<file path="config.mk">
export PLATFORM = sky130hd
export DESIGN_NAME = port_pin_control
export DESIGN_NICKNAME = d
export VERILOG_FILES = /design/src/core/port_pin_pkg.sv /design/src/core/port_pin_control.sv
export SDC_FILE = /design/constraint.sdc
export NUM_CORES = 1
export LEC_CHECK = 0
export ABC_AREA = 1
export ABC_CLOCK_PERIOD_IN_PS = 2380
export BUFFER_PORTS_ARGS = -buffer_cell sky130_fd_sc_hd__buf_2
export CORE_ASPECT_RATIO = 0.5
export CORE_UTILIZATION = 40
export CTS_BUF_LIST = sky130_fd_sc_hd__clkbuf_4 sky130_fd_sc_hd__clkbuf_8
export DETAILED_ROUTE_END_ITERATION = 8
export HOLD_SLACK_MARGIN = 0.15
export PLACE_DENSITY = 0.66
export SLEW_MARGIN = 20
export SYNTH_ARGS = -nofsm -noshare
export SYNTH_HDL_FRONTEND = slang
export SYNTH_SLANG_ARGS = --single-unit
export TNS_END_PERCENT = 30
</file>
<file path="constraint.sdc">
create_clock -name SYS_CLK_I -period 2.38 [get_ports SYS_CLK_I]
set_clock_uncertainty 0.15 [all_clocks]
set_input_delay 0.476 -clock SYS_CLK_I [delete_from_list [all_inputs] [get_ports SYS_CLK_I]]
set_output_delay 0.476 -clock SYS_CLK_I [all_outputs]
set_load 0.01 [all_outputs]
</file>
<file path="src/core/port_pin_pkg.sv">
// shared constants and carrier types for the port pin control block
package port_pin_pkg;
	localparam int ADDR_W = 10;
	localparam int FIRST_W = 6;
	localparam int SECOND_W = 8;
	localparam int CAN_RX_BIT = 0;
	localparam int SHUTDOWN_BIT = 5;
	localparam int UNUSED_BIT = 6;
	localparam int SYNC_SETTLE = 5;
	localparam int SETTLE_W = 3;
	localparam logic [ADDR_W-1:0] OFS_FIRST_POLARITY = 10'h250;
	localparam logic [ADDR_W-1:0] OFS_FIRST_OPEN_DRAIN = 10'h254;
	localparam logic [ADDR_W-1:0] OFS_RESERVED = 10'h26C;
	localparam logic [ADDR_W-1:0] OFS_SECOND_DATA = 10'h258;
	localparam logic [ADDR_W-1:0] OFS_SECOND_INPUT = 10'h25C;
	localparam logic [ADDR_W-1:0] OFS_SECOND_DIR = 10'h260;
	localparam logic [ADDR_W-1:0] OFS_IRQ_STATUS = 10'h264;
	localparam logic [ADDR_W-1:0] OFS_IRQ_MASK = 10'h268;
	localparam logic [7:0] RST_SECOND_DATA = 8'h00;
	localparam logic [7:0] RST_SECOND_DIR = 8'h00;
	localparam logic [7:0] RST_FIRST_POLARITY = 8'h00;
	localparam logic [7:0] RST_FIRST_OPEN_DRAIN = 8'h00;
	localparam logic [7:0] RST_IRQ_MASK = 8'h00;
	localparam logic [7:0] SECOND_IMPL_MASK = 8'hBF;
	localparam logic [7:0] FIRST_IMPL_MASK = 8'h3F;
	typedef struct packed {
		logic read;
		logic write;
		logic [ADDR_W-1:0] address;
		logic [31:0] writedata;
	} bus_req_s;
	typedef struct packed {
		logic [FIRST_W-1:0] pull_en;
		logic [FIRST_W-1:0] pull_down;
		logic [FIRST_W-1:0] pull_up;
	} pull_ctl_s;
endpackage

</file>
<file path="src/core/port_pin_control.sv">
// two general purpose ports with pull, open-drain and modulation override
// Functional notes
// RQ1 - first port pull polarity 1 gives pull-down, 0 gives pull-up.
// RQ2 - with the CAN active a pull-down request on the receive pin is void.
// RQ3 - open-drain outputs drive low for 0 and float for 1.
// RQ4 - open-drain bits 5..0 pick open-drain per output pin, inert on inputs.
// RQ5 - the reserved slot reads zero and ignores writes.
// RQ6 - a second port output pin drives its stored data bit.
// RQ7 - data read gives the stored bit where direction is 1, else the pin.
// RQ8 - modulation overrides pins 5..0 per channel, pin 5 also on shutdown.
// RQ9 - pin interrupts arise on inputs and on outputs alike.
// RQ10 - the input register always reads the buffered pin state.
// RQ11 - writes to the input register are ignored.
// RQ12 - a direction bit of 1 makes an output, 0 an input.
// RQ13 - an enabled channel forces output without touching the direction bit.
// RQ14 - shutdown forces pin 5 to input without touching the direction bit.
// RQ15 - bit 6 of the second port reads zero and ignores writes.
//
// Decided for this implementation: the Avalon-MM slave port.
`timescale 1ns/1ns
module port_pin_control #(
	parameter int FIRST_WIDTH = port_pin_pkg::FIRST_W,
	parameter int SECOND_WIDTH = port_pin_pkg::SECOND_W
) (
	input wire logic SYS_CLK_I,
	input wire logic RESET_N_I,
	input wire logic [port_pin_pkg::ADDR_W-1:0] AVS_ADDRESS_I,
	input wire logic AVS_READ_I,
	input wire logic AVS_WRITE_I,
	input wire logic [31:0] AVS_WRITEDATA_I,
	input wire logic [3:0] AVS_BYTEENABLE_I,
	output logic [31:0] AVS_READDATA_O,
	output logic AVS_WAITREQUEST_O,
	input wire logic [FIRST_WIDTH-1:0] FIRST_PIN_I,
	input wire logic [FIRST_WIDTH-1:0] FIRST_OUT_VALUE_I,
	input wire logic [FIRST_WIDTH-1:0] FIRST_OUT_DIR_I,
	input wire logic [FIRST_WIDTH-1:0] FIRST_PULL_EN_I,
	input wire logic CAN_ACTIVE_I,
	output logic [FIRST_WIDTH-1:0] FIRST_PIN_O,
	output logic [FIRST_WIDTH-1:0] FIRST_PIN_OE_O,
	output logic [FIRST_WIDTH-1:0] FIRST_PULL_UP_O,
	output logic [FIRST_WIDTH-1:0] FIRST_PULL_DOWN_O,
	input wire logic [SECOND_WIDTH-1:0] SECOND_PIN_I,
	input wire logic [5:0] PWM_CHANNEL_EN_I,
	input wire logic [5:0] PWM_VALUE_I,
	input wire logic PWM_SHUTDOWN_EN_I,
	output logic [SECOND_WIDTH-1:0] SECOND_PIN_O,
	output logic [SECOND_WIDTH-1:0] SECOND_PIN_OE_O,
	output logic [SECOND_WIDTH-1:0] SECOND_PIN_SYNC_O,
	output logic IRQ_O
);
	import port_pin_pkg::*;

	////////////////////////////////////////////////////////////////////////
	// registers and synchronisers
	logic [7:0] second_data;
	logic [7:0] second_dir;
	logic [7:0] first_polarity;
	logic [7:0] first_open_drain;
	logic [7:0] irq_status;
	logic [7:0] irq_mask;
	logic [SECOND_WIDTH-1:0] s_meta;
	logic [SECOND_WIDTH-1:0] s_a;
	logic [SECOND_WIDTH-1:0] s_b;
	logic [SECOND_WIDTH-1:0] s_stable;
	logic [SECOND_WIDTH-1:0] s_prev;
	logic primed;
	logic [SETTLE_W-1:0] settle_cnt;
	logic pending;
	logic pend_read;
	typedef enum logic [1:0] {
		BUS_IDLE = 2'b01,
		BUS_ANSWER = 2'b10
	} bus_state_e;
	bus_state_e bus_state;
	bus_state_e next_bus_state;
	bus_req_s req;
	pull_ctl_s pull;

	function automatic logic hit(input logic [ADDR_W-1:0] a,
			input logic [ADDR_W-1:0] ofs);
		hit = (a == ofs);
	endfunction

	// direction picks the stored bit or the filtered pin, bit by bit
	function automatic logic [7:0] readback(input logic [7:0] dir,
			input logic [7:0] data, input logic [7:0] pin);
		readback = (dir & data) | (~dir & pin);
	endfunction

	assign req.read = AVS_READ_I;
	assign req.write = AVS_WRITE_I;
	assign req.address = AVS_ADDRESS_I;
	assign req.writedata = AVS_WRITEDATA_I;

	////////////////////////////////////////////////////////////////////////
	// pin input synchroniser, change accepted when stages two and three agree
	always_ff @(posedge SYS_CLK_I) begin
		if (!RESET_N_I) begin
			s_meta <= '0;
			s_a <= '0;
			s_b <= '0;
		end else begin
			s_meta <= SECOND_PIN_I;
			s_a <= s_meta;
			s_b <= s_a;
		end
	end

	// per-bit filter: a level is taken once two stages agree
	for (genvar g = 0; g < SECOND_WIDTH; g++) begin : g_filter
		always_ff @(posedge SYS_CLK_I) begin
			if (!RESET_N_I) begin
				s_stable[g] <= 1'b0;
			end else if (s_a[g] == s_b[g]) begin
				s_stable[g] <= s_b[g];
			end
		end
	end

	// change detection waits until the filter holds real pin levels,
	// so a pin that idles high gives no false event after reset
	always_ff @(posedge SYS_CLK_I) begin
		if (!RESET_N_I) begin
			settle_cnt <= '0;
		end else if (!primed) begin
			settle_cnt <= settle_cnt + 1'b1;
		end
	end
	assign primed = (settle_cnt == SETTLE_W'(SYNC_SETTLE));

	////////////////////////////////////////////////////////////////////////
	// second port pin drive
	logic [SECOND_WIDTH-1:0] eff_oe;
	logic [SECOND_WIDTH-1:0] eff_val;
	always_comb begin
		eff_oe = second_dir[SECOND_WIDTH-1:0]; // [RQ12]
		eff_val = second_data[SECOND_WIDTH-1:0]; // [RQ6]
		for (int i = 0; i < 5; i++) begin
			if (PWM_CHANNEL_EN_I[i]) begin
				eff_oe[i] = 1'b1; // [RQ13]
				eff_val[i] = PWM_VALUE_I[i]; // [RQ8]
			end
		end
		if (PWM_SHUTDOWN_EN_I) begin
			eff_oe[SHUTDOWN_BIT] = 1'b0; // [RQ14]
			eff_val[SHUTDOWN_BIT] = 1'b0; // [RQ8]
		end else if (PWM_CHANNEL_EN_I[SHUTDOWN_BIT]) begin
			eff_oe[SHUTDOWN_BIT] = 1'b1; // [RQ13]
			eff_val[SHUTDOWN_BIT] = PWM_VALUE_I[SHUTDOWN_BIT]; // [RQ8]
		end
		eff_oe[UNUSED_BIT] = 1'b0; // [RQ15]
		eff_val[UNUSED_BIT] = 1'b0;
	end

	always_ff @(posedge SYS_CLK_I) begin
		if (!RESET_N_I) begin
			SECOND_PIN_O <= '0;
			SECOND_PIN_OE_O <= '0;
			SECOND_PIN_SYNC_O <= '0;
		end else begin
			SECOND_PIN_O <= eff_val;
			SECOND_PIN_OE_O <= eff_oe;
			SECOND_PIN_SYNC_O <= s_stable;
		end
	end

	////////////////////////////////////////////////////////////////////////
	// first port drive and pull selection
	always_comb begin
		pull.pull_en = FIRST_PULL_EN_I;
		pull.pull_down = pull.pull_en & first_polarity[FIRST_WIDTH-1:0];
		pull.pull_up = pull.pull_en & ~first_polarity[FIRST_WIDTH-1:0];
		if (CAN_ACTIVE_I) begin
			pull.pull_down[CAN_RX_BIT] = 1'b0; // [RQ2]
		end
	end

	always_ff @(posedge SYS_CLK_I) begin
		if (!RESET_N_I) begin
			FIRST_PULL_UP_O <= '0;
			FIRST_PULL_DOWN_O <= '0;
		end else begin
			FIRST_PULL_UP_O <= pull.pull_up; // [RQ1]
			FIRST_PULL_DOWN_O <= pull.pull_down; // [RQ1]
		end
	end

	// open-drain only acts on pins that are used as outputs
	for (genvar g = 0; g < FIRST_WIDTH; g++) begin : g_first_drive
		always_ff @(posedge SYS_CLK_I) begin
			if (!RESET_N_I) begin
				FIRST_PIN_O[g] <= 1'b0;
				FIRST_PIN_OE_O[g] <= 1'b0;
			end else if (FIRST_OUT_DIR_I[g] && first_open_drain[g]) begin
				FIRST_PIN_O[g] <= 1'b0; // [RQ3]
				FIRST_PIN_OE_O[g] <= ~FIRST_OUT_VALUE_I[g]; // [RQ3] [RQ4]
			end else begin
				FIRST_PIN_O[g] <= FIRST_OUT_VALUE_I[g];
				FIRST_PIN_OE_O[g] <= FIRST_OUT_DIR_I[g]; // [RQ4]
			end
		end
	end

	////////////////////////////////////////////////////////////////////////
	// pin change interrupts, sampled on the synchronised pin in any direction
	logic [7:0] pin_event;
	logic rd_status;
	always_comb begin
		pin_event = '0;
		if (primed) begin
			pin_event[SECOND_WIDTH-1:0] = s_stable ^ s_prev; // [RQ9]
		end
		pin_event = pin_event & SECOND_IMPL_MASK;
	end
	assign rd_status = pending && pend_read && hit(req.address, OFS_IRQ_STATUS);

	always_ff @(posedge SYS_CLK_I) begin
		if (!RESET_N_I) begin
			s_prev <= '0;
			irq_status <= '0;
		end else begin
			s_prev <= s_stable;
			if (rd_status) begin
				// only the bits handed out are cleared; an event wins
				irq_status <= (irq_status & ~AVS_READDATA_O[7:0]) | pin_event;
			end else begin
				irq_status <= irq_status | pin_event;
			end
		end
	end

	always_ff @(posedge SYS_CLK_I) begin
		if (!RESET_N_I) begin
			IRQ_O <= 1'b0;
		end else begin
			IRQ_O <= |(irq_status & irq_mask);
		end
	end

	////////////////////////////////////////////////////////////////////////
	// avalon slave: one wait state, answer on the second cycle
	// one-hot bus state: idle, then a single answer cycle
	always_comb begin
		next_bus_state = bus_state;
		unique case (bus_state)
			BUS_IDLE: begin
				if (req.read || req.write) begin
					next_bus_state = BUS_ANSWER;
				end
			end
			BUS_ANSWER: begin
				next_bus_state = BUS_IDLE;
			end
			default: begin
				next_bus_state = BUS_IDLE;
			end
		endcase
	end

	always_ff @(posedge SYS_CLK_I) begin
		if (!RESET_N_I) begin
			bus_state <= BUS_IDLE;
		end else begin
			bus_state <= next_bus_state;
		end
	end
	assign pending = (bus_state == BUS_ANSWER);

	// waitrequest idles high and drops only in the answer cycle
	always_ff @(posedge SYS_CLK_I) begin
		if (!RESET_N_I) begin
			pend_read <= 1'b0;
			AVS_WAITREQUEST_O <= 1'b1;
		end else begin
			AVS_WAITREQUEST_O <= (next_bus_state != BUS_ANSWER);
			if (!pending) begin
				pend_read <= req.read;
			end
		end
	end

	logic wr_now;
	logic [7:0] wbyte;
	logic we_second_data;
	logic we_second_dir;
	logic we_first_polarity;
	logic we_first_open_drain;
	logic we_irq_mask;
	assign wr_now = pending && !pend_read && AVS_BYTEENABLE_I[0];
	assign wbyte = req.writedata[7:0];
	// one write enable per register; input, status and reserved have none
	// input register and reserved slot take no write [RQ5] [RQ11]
	assign we_second_data = wr_now
		&& hit(req.address, OFS_SECOND_DATA);
	assign we_second_dir = wr_now
		&& hit(req.address, OFS_SECOND_DIR);
	assign we_first_polarity = wr_now
		&& hit(req.address, OFS_FIRST_POLARITY);
	assign we_first_open_drain = wr_now
		&& hit(req.address, OFS_FIRST_OPEN_DRAIN);
	assign we_irq_mask = wr_now
		&& hit(req.address, OFS_IRQ_MASK);

	always_ff @(posedge SYS_CLK_I) begin
		if (!RESET_N_I) begin
			second_data <= RST_SECOND_DATA;
		end else if (we_second_data) begin
			second_data <= wbyte & SECOND_IMPL_MASK; // [RQ15]
		end
	end

	always_ff @(posedge SYS_CLK_I) begin
		if (!RESET_N_I) begin
			second_dir <= RST_SECOND_DIR;
		end else if (we_second_dir) begin
			second_dir <= wbyte & SECOND_IMPL_MASK; // [RQ12] [RQ15]
		end
	end

	always_ff @(posedge SYS_CLK_I) begin
		if (!RESET_N_I) begin
			first_polarity <= RST_FIRST_POLARITY;
		end else if (we_first_polarity) begin
			first_polarity <= wbyte & FIRST_IMPL_MASK; // [RQ1]
		end
	end

	always_ff @(posedge SYS_CLK_I) begin
		if (!RESET_N_I) begin
			first_open_drain <= RST_FIRST_OPEN_DRAIN;
		end else if (we_first_open_drain) begin
			first_open_drain <= wbyte & FIRST_IMPL_MASK; // [RQ4]
		end
	end

	always_ff @(posedge SYS_CLK_I) begin
		if (!RESET_N_I) begin
			irq_mask <= RST_IRQ_MASK;
		end else if (we_irq_mask) begin
			irq_mask <= wbyte & SECOND_IMPL_MASK;
		end
	end

	logic [7:0] rd_val;
	logic [7:0] pin_byte;
	always_comb begin
		pin_byte = '0;
		pin_byte[SECOND_WIDTH-1:0] = s_stable;
		rd_val = 8'h00;
		unique case (1'b1)
			hit(req.address, OFS_SECOND_DATA): begin
				rd_val = readback(second_dir, second_data, pin_byte)
					& SECOND_IMPL_MASK; // [RQ7]
			end
			hit(req.address, OFS_SECOND_INPUT): begin
				rd_val = pin_byte & SECOND_IMPL_MASK; // [RQ10]
			end
			hit(req.address, OFS_SECOND_DIR): rd_val = second_dir;
			hit(req.address, OFS_FIRST_POLARITY): rd_val = first_polarity;
			hit(req.address, OFS_FIRST_OPEN_DRAIN): rd_val = first_open_drain;
			hit(req.address, OFS_IRQ_STATUS): rd_val = irq_status;
			hit(req.address, OFS_IRQ_MASK): rd_val = irq_mask;
			hit(req.address, OFS_RESERVED): rd_val = 8'h00; // [RQ5]
			default: rd_val = 8'h00;
		endcase
	end

	always_ff @(posedge SYS_CLK_I) begin
		if (!RESET_N_I) begin
			AVS_READDATA_O <= 32'h00000000;
		end else if (req.read && !pending) begin
			AVS_READDATA_O <= {24'h000000, rd_val};
		end
	end
endmodule

</file>
== Word level (Yosys, flattened, before mapping) ==
Cells that the tools add are included.
Operators by class
  mux-type cells: 23
  reductions and logical operators: 28
  bitwise gates (word level): 20
  eq/ne operators: 19
  add/sub/neg operators: 1
Operators by type and width (number)
  10-bit == test (second input constant): 7
  8-bit one-hot mux with 7 select lines: 1
  8-bit bitwise AND: 4
  8-bit bitwise OR: 3
  1-bit two-way mux: 18
  1-bit logical AND: 16
  8-bit two-way mux: 2
  8-bit inverter: 2
  2-bit OR reduction: 8
  6-bit bitwise AND: 2
  1-bit == test: 8
  8-bit OR reduction: 1
  8-bit XOR: 1
  1-bit inverter: 7
  6-bit inverter: 1
  2-bit two-way mux: 2
  3-bit by 1-bit adder with 3-bit output (second input constant): 1
  3-bit == test (second input constant): 1
  2-bit by 1-bit == test with 1-bit output (second input constant): 1
  2-bit == test (second input constant): 1
  1-bit zero test: 2
  2-bit != test (second input constant): 1
  1-bit logical OR: 1
Storage, ports and cells
  input port bits: 96
  flip-flop bits (word level): 137

== Logic depth before layout (Yosys ltp) ==
  depth after elaboration: 4
  gate-level depth with buffers: 11
  gate-level depth less buffers: 10

== Worst setup path after synthesis ==
OpenSTA, ideal clock, no wires.
  kind: in2reg
  from: in AVS_ADDRESS_I[6] in the netlist's numbering
  to: reg second_dir[4]
  setup slack: 0.735 ns
  data required time: 2.110 ns
  setup time: 0.120 ns
  stages on the path: 8
  arrival time: 1.375 ns
  path through: inv_1 > nor2_1 > nand2_4 > nor2_8 > nand3_2 > buf_2 > o21ai_0 > a21oi_1
On the way
  cells in the longest elaborated chain, start to end: 2
Ends and longest elaborated chain
  start: declaration: RTL line port_pin_control.sv:27  | input wire logic [port_pin_pkg::ADDR_W-1:0] AVS_ADDRESS_I,
  10-bit == test: RTL line port_pin_control.sv:82  | hit = (a == ofs);
  1-bit logical AND: RTL line port_pin_control.sv:297  | && hit(req.address, OFS_SECOND_DIR);
  end signal: assignment: RTL line port_pin_control.sv:317  | second_dir <= wbyte & SECOND_IMPL_MASK;
  end: declaration: RTL line port_pin_control.sv:57  | logic [7:0] second_dir;
No other way between the ends.
A chain may end at the register's enable or synchronous reset.

== Worst setup path after layout ==
  from: in PWM_SHUTDOWN_EN_I
  to: reg SECOND_PIN_OE_O[5]
On the way
  cells in the longest elaborated chain, start to end: 1
Ends and longest elaborated chain
  start: declaration: RTL line port_pin_control.sv:46  | input wire logic PWM_SHUTDOWN_EN_I,
  2-bit OR reduction (no line)
  end signal: assignment: RTL line port_pin_control.sv:163  | SECOND_PIN_OE_O <= eff_oe;
  end: declaration: RTL line port_pin_control.sv:48  | output logic [SECOND_WIDTH-1:0] SECOND_PIN_OE_O,
No other way between the ends.

==> impl_metrics.yaml <==
cts:
  cts_tree: "done"
  cts_buffers: 17
  ctsResizeCount: 0
  clk_pin_slew_ps: 80
  cts.path.max_buffers: 2
  cts-root-buf: "clkbuf_8"
  cts.sinks: 135
  cts_setup_buffers: 0
  htreeDepth: 4
  clk_latency_ps: 450
  hold_buffers: 45
status:
  status: "finished, violations left"
  failed_checks: "DRC"
route:
  wl_per_cell_um: 13.1
  viasPerCell: 4.62
  drtIter0Drc: 311
  drc: 8
  antenna_left: 0
  drt_pre_antenna_iters: 7
  num_vias: 4809
  routed_wirelength_um: 13700
critical_path:
  r2r-end: "first_open_drain[2]"
  cp_slowest_cell: "dlygate4sd3_1"
  arrival_ps: 2110
  cp-start-kind: "input port"
  ff2ff_path_depth: 8
  path_max_fanout: 2
  timing.rr.start: "bus_state[0]"
  crit_required_ps: 2610
  crit_top_cell: "dlygate4sd3_1"
  r2r_setup_slack_ps: 540
  critical-path-max-stage-delay_ps: 560
  crit_path_cell_trace: "dlygate4sd3_1 > buf_2 > or2_2 > a21oi_1 > dlygate4sd3_1"
  crit_type: "in2reg"
  end_kind: "register"
hold_path:
  worst_hold_path.num_cells: 3
  whs_endpoint: "SECOND_PIN_O[5]"
  hp-class: "in2reg"
  worstHoldStart: "PWM_VALUE_I[5]"
final_layout:
  antennaDiodeCount: 0
  layout-area-overhead-vs-synth_pct: 27.2
  drive_above_1_share_pct: 21.6
  nNetsFinal: 957
floorplanning:
  placementRows: 29
  core_um2: 12900
  start_util_pct: 41.9
  die_x_um: 167
  die_y_um: 84.3
  pin_count: 178
  die_area_um2: 14000
timing:
  worst_slew_pin_slew_ps: 520
  slew_headroom_pct: 65.0
  hold_ws_ps: 177
  finalSetupViolations: 0
  finalCritPeriodShare_pct: 78.6
  hold_viol_final: 0
  period_minus_slack_ps: 1870
  rsz0062_at_grt: "false"
  setup_tns_ps: 0
  fmax_ghz: 0.535
  slew_viol_final: 0
logic_synthesis:
  synthCells: 694
  synth.most_common_cell: "dfxtp_1"
  synth_flop_cell: "dfxtp_1"
  synth_area_per_cell_um2: 7.80
  synth_edf_count: 0
  synth_top_cell_by_area: "dfxtp_1"
  synth-warning-count: 0
  ys_seq_area_share_pct: 49.9
  synth_top_area_share_pct: 49.9
  async_reset_ff_share_pct: 0
  yosysUniqueCellTypes: 32
  synth_top_cells_by_area: "dfxtp_1 50%, nand2_1 9.1%, a21oi_1 7.7%"
  synth_common_cells: "135 x dfxtp_1, 132 x nand2_1, 107 x inv_1, 83 x a21oi_1, 54 x o21ai_0"
  syn_area_um2: 5420
  yosys_register_bits: 135
place:
  io_buffers: 117
  gp_congestion: 0.891
  dp_hpwl_um: 9460
power:
  p_leak_uw: 0.00348
  vdd_drop_max_mv: 0.322
  power_density_nw_per_um2: 650
grt:
  grt_pass1_vias: 4369
  gr-total-overflow: 0
  grt_pass1_wl_um: 22100
  grt_max_degree: 53
  grt_use_total_pct: 20.3
  antenna_found_initial: 0
job:
  drv_cap: 0
-- cell families after synthesis --
kind of cell    count (synthesis)  synth area share [%]
fa+ha+maj                       2                 0.462
other cells                     1                0.0692
compound gates                155                  15.2
flops                         135                  49.9
xor+xnor                        1                 0.162
buf+inv                       162                  13.7
simple gates                  238                  20.4
-- routing by layer --
layer,vias to the layer above,part of all wire [%],global-route usage (%)
met1,2162,48,26.8
met4,0,1.7,6.99
met3,21,6.5,5.09
met2,144,44,32.6
met5,-,0,0
li1,2482,-,-
-- power by group --
part           switching, uW  internal, uW  total, uW
combinational            193           154        348
sequential              19.9          2310       2330
clock                   1040           764       1800
-- worst max-delay path by stage --
stage / from / slack [ps] / to / cells after the start
final: PWM_SHUTDOWN_EN_I / 510 / SECOND_PIN_OE_O[5] / 5
after global routing: bus_state[0] / 370 / first_open_drain[5] / 8
after CTS: RESET_N_I / 550 / SECOND_PIN_OE_O[5] / 5
after detailed placement: AVS_ADDRESS_I[3] / 250 / first_open_drain[2] / 7
after global placement: AVS_ADDRESS_I[7] / 310 / irq_status[5] / 9
after floorplan: AVS_ADDRESS_I[6] / 740 / second_dir[4] / 8
-- cell usage in the layout, fill, tap and decap left out --
| master | synthesis | layout |
|---|---|---|
| nand2_4 | 1 | 1 |
| a21oi_2 | 6 | 6 |
| o21bai_1 | 8 | 8 |
| o21ai_0 | 54 | 54 |
| a31oi_1 | 1 | 1 |
| nor2_1 | 30 | 30 |
| nand3_1 | 37 | 37 |
| nor2_2 | 3 | 3 |
| nand4_1 | 6 | 6 |
| o21ai_1 | 1 | 1 |
| clkbuf_8 | 0 | 17 |
| a221oi_1 | 1 | 1 |
| clkinvlp_4 | 0 | 3 |
| inv_2 | 3 | 3 |
| ha_1 | 2 | 2 |
| clkinv_2 | 0 | 1 |
| inv_1 | 107 | 107 |
| a211oi_1 | 1 | 1 |
| dlygate4sd3_1 | 0 | 46 |
| nand2_2 | 1 | 1 |
| or2_2 | 1 | 1 |
| inv_6 | 0 | 8 |
| nor2_8 | 2 | 2 |
| buf_12 | 0 | 1 |
| nor2_4 | 4 | 4 |
| dfxtp_1 | 135 | 135 |
| a21oi_1 | 83 | 83 |
| xnor2_1 | 1 | 1 |
| conb_1 | 1 | 26 |
| buf_4 | 27 | 9 |
| nand3_2 | 8 | 8 |
| nor4_1 | 2 | 2 |
| nand2_1 | 132 | 132 |
| inv_8 | 0 | 3 |
| nor3_1 | 11 | 11 |
| buf_2 | 10 | 117 |
-- layout make-up --
cell class	instances	area (um^2)
Fill cell	1236	6030
Sequential cell	135	2700
Multi-Input combinational cell	422	2060
Timing Repair Buffer	173	1130
Inverter	110	413
Clock buffer	17	234
Tap cell	170	213
Clock inverter	15	131
-- through the flow --
step | instance area, um^2 | power (uW) | setup WS (ps) | utilization, % | cells
2_1_floorplan | 5510 | 2580 | 735 | - | 719
3_3_place_gp | 6060 | 2670 | 313 | 46.9 | 964
3_5_place_dp | 6060 | 2680 | 250 | 46.9 | 964
4_1_cts | 6880 | 4520 | 548 | 53.3 | 1041
5_1_grt | 6890 | 4690 | 373 | 53.3 | 1042
6_report | 6890 | 4480 | 510 | 53.3 | 1042
-- state kept, by name, indices dropped and copies added (netlist names), 6 cells and up --
signal             flops
FIRST_PULL_UP_O        6
irq_mask               7
SECOND_PIN_OE_O        7
s_a                    8
s_meta                 8
irq_status             8
AVS_READDATA_O         8
s_prev                 8
FIRST_PIN_OE_O         6
SECOND_PIN_O           7
FIRST_PULL_DOWN_O      6
first_open_drain       6
second_dir             7
second_data            7
s_b                    8
first_polarity         6
pin_byte               8
FIRST_PIN_O            6
-- critical path, delay by kind of cell --
family                 cells  cell delay, ps
buffers and inverters      3            1210
AND/OR/NAND/NOR            1             290
AO/OA/AOI/OAI              1             130
(Power assumes the default switching activity.)
